$ cat config.mk
export PLATFORM = sky130hd
export DESIGN_NAME = peripheral_irq_flag_bank
export DESIGN_NICKNAME = d
export VERILOG_FILES = /design/src/rtl/flag_bank_pkg.sv /design/src/rtl/request_flag_reg.sv /design/src/rtl/periph_request_merge.sv /design/src/rtl/peripheral_irq_flag_bank.sv
export SDC_FILE = /design/constraint.sdc
export NUM_CORES = 1
export LEC_CHECK = 0
export ABC_AREA = 1
export BUFFER_PORTS_ARGS = -buffer_cell sky130_fd_sc_hd__buf_2
export CORE_UTILIZATION = 36
export DETAILED_ROUTE_END_ITERATION = 8
export SLEW_MARGIN = 15
export SYNTH_ARGS = -nofsm -noshare
export SYNTH_HDL_FRONTEND = slang
export SYNTH_SLANG_ARGS = --single-unit
$ cat constraint.sdc
create_clock -name SYS_CLK_I -period 3.4 [get_ports SYS_CLK_I]
set_clock_uncertainty 0.05 [all_clocks]
set_input_delay 0.51 -clock SYS_CLK_I [delete_from_list [all_inputs] [get_ports SYS_CLK_I]]
set_output_delay 0.51 -clock SYS_CLK_I [all_outputs]
set_load 0.01 [all_outputs]
$ cat src/rtl/flag_bank_pkg.sv
// Constants and carrier types for the peripheral request flag bank.
// Assumes one 100 MHz system clock and a 32-bit APB slave port.
package flag_bank_pkg;

  // Register byte offsets
  localparam logic [7:0] OFS_FLAGS2  = 8'h00;
  localparam logic [7:0] OFS_FLAGS3  = 8'h04;
  localparam logic [7:0] OFS_FLAGS4  = 8'h08;
  localparam logic [7:0] OFS_ENABLE2 = 8'h0C;
  localparam logic [7:0] OFS_ENABLE3 = 8'h10;
  localparam logic [7:0] OFS_ENABLE4 = 8'h14;
  localparam logic [7:0] OFS_CTRL    = 8'h18;
  localparam logic [7:0] OFS_STATUS  = 8'h1C;
  localparam logic [7:0] OFS_MASK    = 8'h20;

  // Implemented, software-writable and hardware-level bit masks
  localparam logic [7:0] FLAGS2_IMPL = 8'hEF;
  localparam logic [7:0] FLAGS2_WR   = 8'hEF;
  localparam logic [7:0] FLAGS2_LVL  = 8'h00;
  localparam logic [7:0] FLAGS3_IMPL = 8'hFF;
  localparam logic [7:0] FLAGS3_WR   = 8'hFF;
  localparam logic [7:0] FLAGS3_LVL  = 8'h00;
  localparam logic [7:0] FLAGS4_IMPL = 8'hFF;
  localparam logic [7:0] FLAGS4_WR   = 8'hCF;
  localparam logic [7:0] FLAGS4_LVL  = 8'h30;
  localparam logic [7:0] ENABLE2_IMPL = 8'hEF;

  // Bit positions
  localparam int unsigned CTRL_PERIPHERAL_IRQ_ENABLE_BIT   = 0;
  localparam int unsigned ST_FLAG_SET_BIT = 0;
  localparam int unsigned ST_REQ_RISE_BIT = 1;
  localparam int unsigned ST_SET_WINS_BIT = 2;
  localparam int unsigned ST_W            = 3;

  // Values after reset
  localparam logic [7:0]      FLAGS_RST  = 8'h00;
  localparam logic [7:0]      ENABLE_RST = 8'h00;
  localparam logic            PERIPHERAL_IRQ_ENABLE_RST   = 1'b0;
  localparam logic [ST_W-1:0] STATUS_RST = 3'h0;
  localparam logic [ST_W-1:0] MASK_RST   = 3'h0;

  // APB request as seen by the slave
  typedef struct packed {
    logic        psel;
    logic        penable;
    logic        pwrite;
    logic [7:0]  paddr;
    logic [31:0] pwdata;
    logic [3:0]  pstrb;
  } apb_req_t;

  // All three request bytes together
  typedef struct packed {
    logic [7:0] f4;
    logic [7:0] f3;
    logic [7:0] f2;
  } flag_bus_t;

endpackage

$ cat src/rtl/request_flag_reg.sv
// One 8-bit request flag register with hardware set and software write.
// Assumes set inputs are synchronous single-cycle pulses or levels.
`timescale 1ns/1ps
`default_nettype none
module request_flag_reg
  import flag_bank_pkg::*;
#(
  parameter logic [7:0] IMPL_MASK  = 8'hFF,
  parameter logic [7:0] WRITE_MASK = 8'hFF,
  parameter logic [7:0] LEVEL_MASK = 8'h00
) (
  input  wire logic       clk_i,
  input  wire logic       rst_i,
  input  wire logic       en_i,
  input  wire logic [7:0] set_i,
  input  wire logic       wr_i,
  input  wire logic [7:0] wdata_i,
  output logic      [7:0] flags_o,
  output logic      [7:0] newly_set_o,
  output logic            set_wins_o
);

  // Elaboration check; a level bit cannot also take software writes
  if ((LEVEL_MASK & WRITE_MASK) != 8'h00) begin : g_check_level
    $error("level bits cannot be software writable");
  end

  typedef struct packed {
    logic [7:0] flags;
  } reg_state_t;

  reg_state_t q;
  reg_state_t d;
  logic [7:0] base;

  // Write first, then hardware set on top so a same-cycle event survives
  always_comb begin
    d    = q;
    base = q.flags;
    if (wr_i) begin
      base = (wdata_i & WRITE_MASK) | (q.flags & ~WRITE_MASK);
    end
    d.flags = ((base | set_i) & ~LEVEL_MASK) & IMPL_MASK;
    d.flags = d.flags | (set_i & LEVEL_MASK & IMPL_MASK);
  end

  always_ff @(posedge clk_i or posedge rst_i) begin
    if (rst_i) begin
      q.flags <= FLAGS_RST;
    end else if (en_i) begin
      q <= d;
    end
  end

  assign flags_o     = q.flags;
  assign newly_set_o = en_i ? (d.flags & ~q.flags & set_i) : 8'h00;
  // Set beat a software clear in this cycle
  assign set_wins_o  = en_i & wr_i & (|(set_i & WRITE_MASK & ~wdata_i & IMPL_MASK));

endmodule
`default_nettype wire

$ cat src/rtl/periph_request_merge.sv
// Merges flags and enables into the registered peripheral request.
// Assumes flags and enables come from flops of the same clock.
`timescale 1ns/1ps
`default_nettype none
module periph_request_merge
  import flag_bank_pkg::*;
(
  input  wire logic      clk_i,
  input  wire logic      rst_i,
  input  wire logic      en_i,
  input  wire flag_bus_t flags_i,
  input  wire flag_bus_t enables_i,
  input  wire logic      peripheral_irq_enable_i,
  output logic           req_o
);

  typedef struct packed {
    logic req;
  } merge_state_t;

  merge_state_t q;
  merge_state_t d;

  // Registered so the core sees a glitch-free level
  always_comb begin
    d     = q;
    d.req = peripheral_irq_enable_i & (|(flags_i & enables_i));
  end

  always_ff @(posedge clk_i or posedge rst_i) begin
    if (rst_i) begin
      q.req <= 1'b0;
    end else if (en_i) begin
      q <= d;
    end
  end

  assign req_o = q.req;

endmodule
`default_nettype wire

$ cat src/rtl/peripheral_irq_flag_bank.sv
// Peripheral request flag bank with enables, core request and APB access.
// Assumes peripheral events are synchronous to SYS_CLK_I.
//
// What this block does
// Each flag sets on its peripheral event regardless of any enable.
// Software should clear a flag before enabling its interrupt.
// A flag reading one means pending, zero means not pending.
// Register two holds osc fail, gates, collision, timer matches, capcmp2.
// Register two bit four is unimplemented, ignores writes, reads zero.
// Register three holds capcmp6 to 3 and four timer events.
// Register four bits five and four are read-only UART2 flags.
// Register four other bits are capcmp10,9,8,7 and serial2 flags, writable.
// All flags reset to zero on every reset.
// No request reaches the core unless peripheral enable is set.
// Core request is OR over all flag AND enable pairs.
// Software write overwrites a flag unless a same-cycle set wins.
`timescale 1ns/1ps
`default_nettype none
module peripheral_irq_flag_bank
  import flag_bank_pkg::*;
(
  input  wire logic        SYS_CLK_I,
  input  wire logic        RESET_I,
  input  wire logic        CLK_EN_I,
  // APB slave
  input  wire logic        PSEL_I,
  input  wire logic        PENABLE_I,
  input  wire logic        PWRITE_I,
  input  wire logic [7:0]  PADDR_I,
  input  wire logic [31:0] PWDATA_I,
  input  wire logic [3:0]  PSTRB_I,
  output logic      [31:0] PRDATA_O,
  output logic             PREADY_O,
  output logic             PSLVERR_O,
  // Peripheral events
  input  wire logic        OSC_FAIL_I,
  input  wire logic        TIMER5_GATE_I,
  input  wire logic        TIMER3_GATE_I,
  input  wire logic        SERIAL1_COLLISION_I,
  input  wire logic        TIMER10_MATCH_I,
  input  wire logic        TIMER8_MATCH_I,
  input  wire logic [9:2]  CAPCMP_I,
  input  wire logic        TIMER6_MATCH_I,
  input  wire logic        TIMER5_OVERFLOW_I,
  input  wire logic        TIMER4_MATCH_I,
  input  wire logic        TIMER3_OVERFLOW_I,
  input  wire logic        CAPCMP10_I,
  input  wire logic        UART2_RECEIVE_I,
  input  wire logic        UART2_TRANSMIT_I,
  input  wire logic        SERIAL2_COLLISION_I,
  input  wire logic        SERIAL2_EVENT_I,
  // Core and system interrupt
  output logic             PERIPH_IRQ_REQ_O,
  output logic             IRQ_O
);

  // Whole state of the top in one record
  typedef struct packed {
    logic [7:0]      enable2;
    logic [7:0]      enable3;
    logic [7:0]      enable4;
    logic            peripheral_irq_enable;
    logic [ST_W-1:0] status;
    logic [ST_W-1:0] mask;
    logic [31:0]     prdata;
    logic            pslverr;
    logic            req_prev;
  } top_state_t;

  top_state_t q;
  top_state_t d;

  // Bus view, event routing and flag bank wiring
  apb_req_t   apb;
  flag_bus_t  set_bus;
  flag_bus_t  flags;
  flag_bus_t  enables;
  flag_bus_t  newly_set;
  logic [2:0] set_wins;
  logic       setup_ph;
  logic       access_ph;
  logic       wr_lane0;
  logic       wr_flags2;
  logic       wr_flags3;
  logic       wr_flags4;
  logic       mapped;
  logic [31:0] rd_word;
  logic       core_req;

  // Register write and read strobes, one per register
  logic       wr_enable2;
  logic       wr_enable3;
  logic       wr_enable4;
  logic       wr_ctrl;
  logic       wr_mask;
  logic       rd_status;
  logic [7:0] wr_byte;

  // Status sources, named so each bit's cause is easy to probe
  logic       any_new;
  logic       req_rise;
  logic       any_win;

  // Masks must agree, or a flop would hold what no event explains
  if ((FLAGS2_WR & ~FLAGS2_IMPL) != 8'h00) begin : g_check_flags2
    $error("flags2 write mask exceeds implemented bits");
  end
  if ((FLAGS3_WR & ~FLAGS3_IMPL) != 8'h00) begin : g_check_flags3
    $error("flags3 write mask exceeds implemented bits");
  end
  if ((FLAGS4_WR & ~FLAGS4_IMPL) != 8'h00) begin : g_check_flags4
    $error("flags4 write mask exceeds implemented bits");
  end
  if ((FLAGS4_LVL & ~FLAGS4_IMPL) != 8'h00) begin : g_check_level4
    $error("flags4 level bits exceed implemented bits");
  end
  if ((ENABLE2_IMPL & ~FLAGS2_IMPL) != 8'h00) begin : g_check_enable2
    $error("enable2 covers an unimplemented flag");
  end
  if (CTRL_PERIPHERAL_IRQ_ENABLE_BIT > 7 || ST_W > 8) begin : g_check_fields
    $error("control or status field does not fit the data byte");
  end
  if (((OFS_FLAGS2 | OFS_FLAGS3 | OFS_FLAGS4 | OFS_ENABLE2 | OFS_ENABLE3 | OFS_ENABLE4 |
        OFS_CTRL | OFS_STATUS | OFS_MASK) & 8'h03) != 8'h00) begin : g_check_align
    $error("register offsets must be word aligned");
  end

  // Bundle the bus request
  always_comb begin
    apb.psel    = PSEL_I;
    apb.penable = PENABLE_I;
    apb.pwrite  = PWRITE_I;
    apb.paddr   = PADDR_I;
    apb.pwdata  = PWDATA_I;
    apb.pstrb   = PSTRB_I;
  end

  // Route each event to its flag position
  always_comb begin
    set_bus.f2[7] = OSC_FAIL_I;
    set_bus.f2[6] = TIMER5_GATE_I;
    set_bus.f2[5] = TIMER3_GATE_I;
    set_bus.f2[4] = 1'b0;
    set_bus.f2[3] = SERIAL1_COLLISION_I;
    set_bus.f2[2] = TIMER10_MATCH_I;
    set_bus.f2[1] = TIMER8_MATCH_I;
    set_bus.f2[0] = CAPCMP_I[2];
    // Capture units six to three, then timer events
    set_bus.f3[7] = CAPCMP_I[6];
    set_bus.f3[6] = CAPCMP_I[5];
    set_bus.f3[5] = CAPCMP_I[4];
    set_bus.f3[4] = CAPCMP_I[3];
    set_bus.f3[3] = TIMER6_MATCH_I;
    set_bus.f3[2] = TIMER5_OVERFLOW_I;
    set_bus.f3[1] = TIMER4_MATCH_I;
    set_bus.f3[0] = TIMER3_OVERFLOW_I;
    // UART levels sit in bits five and four
    set_bus.f4[7] = CAPCMP10_I;
    set_bus.f4[6] = CAPCMP_I[9];
    set_bus.f4[5] = UART2_RECEIVE_I;
    set_bus.f4[4] = UART2_TRANSMIT_I;
    set_bus.f4[3] = CAPCMP_I[8];
    set_bus.f4[2] = CAPCMP_I[7];
    set_bus.f4[1] = SERIAL2_COLLISION_I;
    set_bus.f4[0] = SERIAL2_EVENT_I;
  end

  // Bus phases; writes land only on the completing access edge
  assign setup_ph  = apb.psel & ~apb.penable;
  assign access_ph = apb.psel & apb.penable;
  assign wr_lane0  = access_ph & apb.pwrite & apb.pstrb[0];
  assign wr_flags2 = wr_lane0 & (apb.paddr == OFS_FLAGS2);
  assign wr_flags3 = wr_lane0 & (apb.paddr == OFS_FLAGS3);
  assign wr_flags4 = wr_lane0 & (apb.paddr == OFS_FLAGS4);
  assign wr_enable2 = wr_lane0 & (apb.paddr == OFS_ENABLE2);
  assign wr_enable3 = wr_lane0 & (apb.paddr == OFS_ENABLE3);
  assign wr_enable4 = wr_lane0 & (apb.paddr == OFS_ENABLE4);
  assign wr_ctrl    = wr_lane0 & (apb.paddr == OFS_CTRL);
  assign wr_mask    = wr_lane0 & (apb.paddr == OFS_MASK);
  // Status clears on the completing access edge of a read
  assign rd_status  = access_ph & ~apb.pwrite & (apb.paddr == OFS_STATUS);
  assign wr_byte    = apb.pwdata[7:0];

  // Register two; its masks hold bit four at zero
  request_flag_reg #(
    .IMPL_MASK  (FLAGS2_IMPL),
    .WRITE_MASK (FLAGS2_WR),
    .LEVEL_MASK (FLAGS2_LVL)
  ) u_flags2 (
    .clk_i       (SYS_CLK_I),
    .rst_i       (RESET_I),
    .en_i        (CLK_EN_I),
    .set_i       (set_bus.f2),
    .wr_i        (wr_flags2),
    .wdata_i     (apb.pwdata[7:0]),
    .flags_o     (flags.f2),
    .newly_set_o (newly_set.f2),
    .set_wins_o  (set_wins[0])
  );

  // Register three; every bit writable
  request_flag_reg #(
    .IMPL_MASK  (FLAGS3_IMPL),
    .WRITE_MASK (FLAGS3_WR),
    .LEVEL_MASK (FLAGS3_LVL)
  ) u_flags3 (
    .clk_i       (SYS_CLK_I),
    .rst_i       (RESET_I),
    .en_i        (CLK_EN_I),
    .set_i       (set_bus.f3),
    .wr_i        (wr_flags3),
    .wdata_i     (apb.pwdata[7:0]),
    .flags_o     (flags.f3),
    .newly_set_o (newly_set.f3),
    .set_wins_o  (set_wins[1])
  );

  // UART2 bits mirror the UART levels and ignore writes
  request_flag_reg #(
    .IMPL_MASK  (FLAGS4_IMPL),
    .WRITE_MASK (FLAGS4_WR),
    .LEVEL_MASK (FLAGS4_LVL)
  ) u_flags4 (
    .clk_i       (SYS_CLK_I),
    .rst_i       (RESET_I),
    .en_i        (CLK_EN_I),
    .set_i       (set_bus.f4),
    .wr_i        (wr_flags4),
    .wdata_i     (apb.pwdata[7:0]),
    .flags_o     (flags.f4),
    .newly_set_o (newly_set.f4),
    .set_wins_o  (set_wins[2])
  );

  assign enables.f2 = q.enable2;
  assign enables.f3 = q.enable3;
  assign enables.f4 = q.enable4;

  periph_request_merge u_merge (
    .clk_i     (SYS_CLK_I),
    .rst_i     (RESET_I),
    .en_i      (CLK_EN_I),
    .flags_i   (flags),
    .enables_i (enables),
    .peripheral_irq_enable_i    (q.peripheral_irq_enable),
    .req_o     (core_req)
  );

  // Read mux; unmapped addresses flag an error and read zero
  always_comb begin
    rd_word = 32'h0000_0000;
    mapped  = 1'b1;
    if (apb.paddr == OFS_FLAGS2) begin
      rd_word[7:0] = flags.f2;
    end else if (apb.paddr == OFS_FLAGS3) begin
      rd_word[7:0] = flags.f3;
    end else if (apb.paddr == OFS_FLAGS4) begin
      rd_word[7:0] = flags.f4;
    end else if (apb.paddr == OFS_ENABLE2) begin
      rd_word[7:0] = q.enable2;
    end else if (apb.paddr == OFS_ENABLE3) begin
      rd_word[7:0] = q.enable3;
    end else if (apb.paddr == OFS_ENABLE4) begin
      rd_word[7:0] = q.enable4;
    end else if (apb.paddr == OFS_CTRL) begin
      rd_word[CTRL_PERIPHERAL_IRQ_ENABLE_BIT] = q.peripheral_irq_enable;
    end else if (apb.paddr == OFS_STATUS) begin
      rd_word[ST_W-1:0] = q.status;
    end else if (apb.paddr == OFS_MASK) begin
      rd_word[ST_W-1:0] = q.mask;
    end else begin
      mapped = 1'b0;
    end
  end

  // Next state: register writes, read data capture and sticky status
  always_comb begin
    logic [ST_W-1:0] st_set;
    logic [ST_W-1:0] st_clr;
    st_set = '0;
    st_clr = '0;
    d      = q;
    // Read data is captured in the setup cycle so it comes from a flop
    if (setup_ph) begin
      d.prdata  = apb.pwrite ? 32'h0000_0000 : rd_word;
      d.pslverr = ~mapped;
    end
    // Enable, control and mask writes
    if (wr_enable2) begin
      d.enable2 = wr_byte & ENABLE2_IMPL;
    end
    if (wr_enable3) begin
      d.enable3 = wr_byte;
    end
    if (wr_enable4) begin
      d.enable4 = wr_byte;
    end
    if (wr_ctrl) begin
      d.peripheral_irq_enable = apb.pwdata[CTRL_PERIPHERAL_IRQ_ENABLE_BIT];
    end
    if (wr_mask) begin
      d.mask = apb.pwdata[ST_W-1:0];
    end
    // Clear only what the read reported; a bit set after the setup edge stays
    if (rd_status) begin
      st_clr = q.prdata[ST_W-1:0];
    end
    st_set[ST_FLAG_SET_BIT] = any_new;
    st_set[ST_REQ_RISE_BIT] = req_rise;
    st_set[ST_SET_WINS_BIT] = any_win;
    // An event in the clearing cycle is kept
    d.status   = (q.status & ~st_clr) | st_set;
    d.req_prev = core_req;
  end

  // Status sources
  assign any_new  = |newly_set;
  assign req_rise = core_req & ~q.req_prev;
  assign any_win  = |set_wins;

  always_ff @(posedge SYS_CLK_I or posedge RESET_I) begin
    if (RESET_I) begin
      q.enable2  <= ENABLE_RST;
      q.enable3  <= ENABLE_RST;
      q.enable4  <= ENABLE_RST;
      q.peripheral_irq_enable     <= PERIPHERAL_IRQ_ENABLE_RST;
      q.status   <= STATUS_RST;
      q.mask     <= MASK_RST;
      q.prdata   <= 32'h0000_0000;
      q.pslverr  <= 1'b0;
      q.req_prev <= 1'b0;
    end else if (CLK_EN_I) begin
      q <= d;
    end
  end

  // Zero wait states; the clock enable stalls the slave as a whole
  assign PREADY_O         = CLK_EN_I;
  assign PRDATA_O         = q.prdata;
  assign PSLVERR_O        = q.pslverr & access_ph;
  // Request lags the flag by one registered cycle
  assign PERIPH_IRQ_REQ_O = core_req;
  assign IRQ_O            = |(q.status & q.mask);

endmodule
`default_nettype wire

==> results.md <==
### Timing
- no — RSZ-0062 raised after global routing
- 1290 ps — final worst-path setup slack
- 473 MHz — f_max
- 1040 ps — slew at the pin closest to its max-slew limit
- 2110 ps — fin crit period
- 30.9% — normalized max-slew margin
- 0 — Hold Violations, Final
- 62.1% — final worst path period share
- 0 ps — setup TNS
- 0 — Slew Viols, Final
- 0 — Finish-stage setup viols

### Clocking
- 64 — total clock sinks
- 350 ps — clock latency at the later pin of the worst-skew pair
- 9 — clock buffers created by TritonCTS
- 70 ps — clock-pin slew on the worst setup and hold paths
- yes — CTS tree
- 0 — Setup Fix Bufs, Post-CTS
- 0 — CTS hold repair buffers
- 2 — largest buffer count on any clock path
- sky130_fd_sc_hd__clkbuf_8 — CTS Root Buffer Type
- 3 — CTS HTree Levels
- 0 — Post-CTS Resized

### Run
- 0 — Max Cap Viol

### Pwr
- 48.9% — clock power share
- 1.39 mW — internal power
- 8.4% — Comb pwr share
- 423 uW — switching power total
- 42.7% — sequential share of power
- 2.23 nW — leakage component of the power
- 407 nW/um2 — power per standard cell area
- 0.206 mV — maximum resistive drop on vdd
- 23.3% — fraction of power spent switching nets

### Global route
- 0 — number of antenna violations at the first check in global routing
- 18800 um — wire length of the first global-routing pass
- 0 — leftover overflow at the end of global routing
- 48 — largest net degree at the start of global routing
- 21.8% — aggregate global-route resource usage
- 3542 — number of global-route vias before repair

### Floorplan
- 37.7% — initial core utilization
- 107 um — die width
- 109 — Top-Level Pins
- 107 um — Die Y-Extent
- 10500 um2 — core outline area
- 37 — Row Count
- 11400 um2 — total die area

### Synth
- 0 — Yosys warning count
- 64 — flip-flop and latch count after synthesis
- 7.60 um2 — syn avg cell area
- 35 — distinct cell type count of the synthesized netlist
- 519 — Synth Instances
- 3940 um2 — Cell Area, Synth
- 40.6% — sequential share of the synthesized area

### Detailed routing
- 3709 — overall via count from detail_route
- 11500 um — Detailed Route WL
- 5 — detailed-routing iteration count for the pre-antenna-repair pass
- 0 — DRC violation count after routing
- 363 — first-iteration detailed-routing DRC count
- 5.22 — via count normalized by instance count
- 0 — number of nets still failing antenna checks after routing
- 16.2 um — routed wirelength normalized by instance count

### Setup path
- sky130_fd_sc_hd__inv_1 — Max stage delay cell, worst path
- buf_2 > inv_1 > a21oi_1 > nor4_1 > nand4_1 — Cell Chain, Critical Path
- 3540 ps — required time of the critical path
- in -> reg — startpoint-to-endpoint class of the critical path
- buffers and inverters — cell family with the largest share of critical-path delay
- 780 ps — CP peak stage delay
- 30 — biggest fanout along the worst timing path
- flop — kind of end point of the critical path
- 2250 ps — Arrival @ worst endpoint
- 2 — critical path buffer and inverter count
- primary input — type of element launching the critical path

### Finish
- sky130_fd_sc_hd__nand2_1 (150), sky130_fd_sc_hd__dfrtp_1 (64), sky130_fd_sc_hd__inv_1 (63) — commonest non-fill, non-tap cells in the layout
- 642 — Total Nets Final
- 1082 — Layout fillers
- sky130_fd_sc_hd__nand2_1 — most common cell after layout, fill and taps aside
- 0 — Antenna Cells
- 12.8% — signed area change from the synthesized netlist to the final layout
- 19.0% — share of post-route cells with drive strength above 1

### Place
- 8830 um — final HPWL from detailed placement
- 956 ps — Post-Place Worst Slack
- 0.931 — Routability Congestion
- 57 — number of port buffers

### Outcome
- finished, final reports clean — run status

### Worst hold path
- in -> async — classification of the worst-slack hold path

-- Yosys cell counts --
master	count	area share, %
sky130_fd_sc_hd__buf_1	1	0.095
sky130_fd_sc_hd__nand4_4	1	0.54
sky130_fd_sc_hd__o211ai_1	4	0.76
sky130_fd_sc_hd__a211oi_1	2	0.38
sky130_fd_sc_hd__o22ai_1	8	1.3
sky130_fd_sc_hd__or2_2	2	0.32
sky130_fd_sc_hd__nand2_1	150	14
sky130_fd_sc_hd__o221ai_1	18	4.0
sky130_fd_sc_hd__nand2_2	5	0.79
sky130_fd_sc_hd__buf_6	4	1.1
sky130_fd_sc_hd__o21ai_0	47	6.0
sky130_fd_sc_hd__o21ai_1	4	0.51
sky130_fd_sc_hd__inv_1	64	6.1
sky130_fd_sc_hd__dfrtp_1	64	41
sky130_fd_sc_hd__a22oi_2	1	0.32
sky130_fd_sc_hd__a41oi_1	1	0.22
sky130_fd_sc_hd__inv_2	9	0.86
sky130_fd_sc_hd__inv_4	1	0.16
sky130_fd_sc_hd__nor2_8	1	0.51
sky130_fd_sc_hd__conb_1	1	0.095
sky130_fd_sc_hd__buf_4	34	6.5
sky130_fd_sc_hd__clkbuf_1	2	0.19
sky130_fd_sc_hd__nand3_4	1	0.44
sky130_fd_sc_hd__or2_0	2	0.32
sky130_fd_sc_hd__a21oi_1	18	2.3
sky130_fd_sc_hd__nor3_1	5	0.63
sky130_fd_sc_hd__nor4_1	3	0.48
sky130_fd_sc_hd__o31ai_1	6	1.1
sky130_fd_sc_hd__nor2_4	6	1.7
sky130_fd_sc_hd__nand4_1	8	1.3
sky130_fd_sc_hd__a221oi_1	5	1.1
sky130_fd_sc_hd__nor2_2	5	0.79
sky130_fd_sc_hd__nor2_1	11	1.0
sky130_fd_sc_hd__nand3_1	22	2.8
sky130_fd_sc_hd__buf_2	3	0.38
-- final timing paths --
check | from | slack, ps | depth (start not counted) | to
min | RESET_I | 340 | 2 | PRDATA_O[5]$_DFFE_PP0P_
max in group asynchronous | RESET_I | 2180 | 3 | enables[20]$_DFFE_PP0P_
min reg2reg | PRDATA_O[7]$_DFFE_PP0P_ | 430 | 2 | PRDATA_O[7]$_DFFE_PP0P_
max | CLK_EN_I | 1290 | 5 | q[37]$_DFFE_PP0P_
min in group SYS_CLK_I | UART2_TRANSMIT_I | 340 | 3 | u_flags4.flags_o[4]$_DFFE_PP0P_
max reg2reg | u_flags3.flags_o[0]$_DFFE_PP0P_ | 1920 | 5 | q[37]$_DFFE_PP0P_
-- registers in the layout (all words and copies together) (netlist names) --
register and cells:
u_flags2.flags_o 7, u_merge.req_o 1, u_flags4.flags_o 8, PRDATA_O 8, u_flags3.flags_o 8, enables 23, q 9
-- cell type report --
cell class	instances	area, um2	area share (%)
multi-input combinational	360	1820	40.9
sequential	64	1600	36.0
timing repair buffer	60	308	6.92
inverter	74	280	6.30
tap	136	170	3.83
clock buffer	10	138	3.09
clock inverter	6	130	2.93
-- cell families (layout without fill, tap and decap cells) --
family | after synthesis | after routing | share of synthesized area (%)
AO/OA/AOI/OAI | 114 | 114 | 18.0
buffers and inverters | 118 | 150 | 15.4
flip-flops | 64 | 64 | 40.6
other | 1 | 24 | 0.0951
AND/OR/NAND/NOR | 222 | 222 | 25.9
-- power by group through the flow --
stage | clock (mW) | sequential (mW) | combinational, mW
finish | 0.886 | 0.773 | 0.153
global route | 0.927 | 0.773 | 0.172
CTS | 0.898 | 0.772 | 0.153
global placement | 0 | 0.787 | 0.151
floorplan | 0 | 0.786 | 0.106
detailed placement | 0 | 0.787 | 0.152
-- through the flow --
step	area, um2	power, mW	std cells	hold slack, ps	util (%)
floorplan	4030	0.892	542	386	-
global placement	4180	0.938	694	401	40.0
detailed placement	4180	0.940	694	416	40.0
CTS	4450	1.82	710	335	42.5
global route	4450	1.87	710	375	42.5
finish	4450	1.81	710	341	42.5
-- routing by layer --
| metal | vias up | wire, um | share of wire [%] | track usage, % |
|---|---|---|---|---|
| met5 | - | 0 | 0 | 0 |
| met4 | 0 | 204 | 1.8 | 7.44 |
| met3 | 21 | 909 | 7.9 | 3.89 |
| met2 | 186 | 5100 | 44 | 32.1 |
| met1 | 1731 | 5290 | 46 | 31.9 |
| li1 | 1771 | - | - | - |
Power figures use the tool's default switching activity.
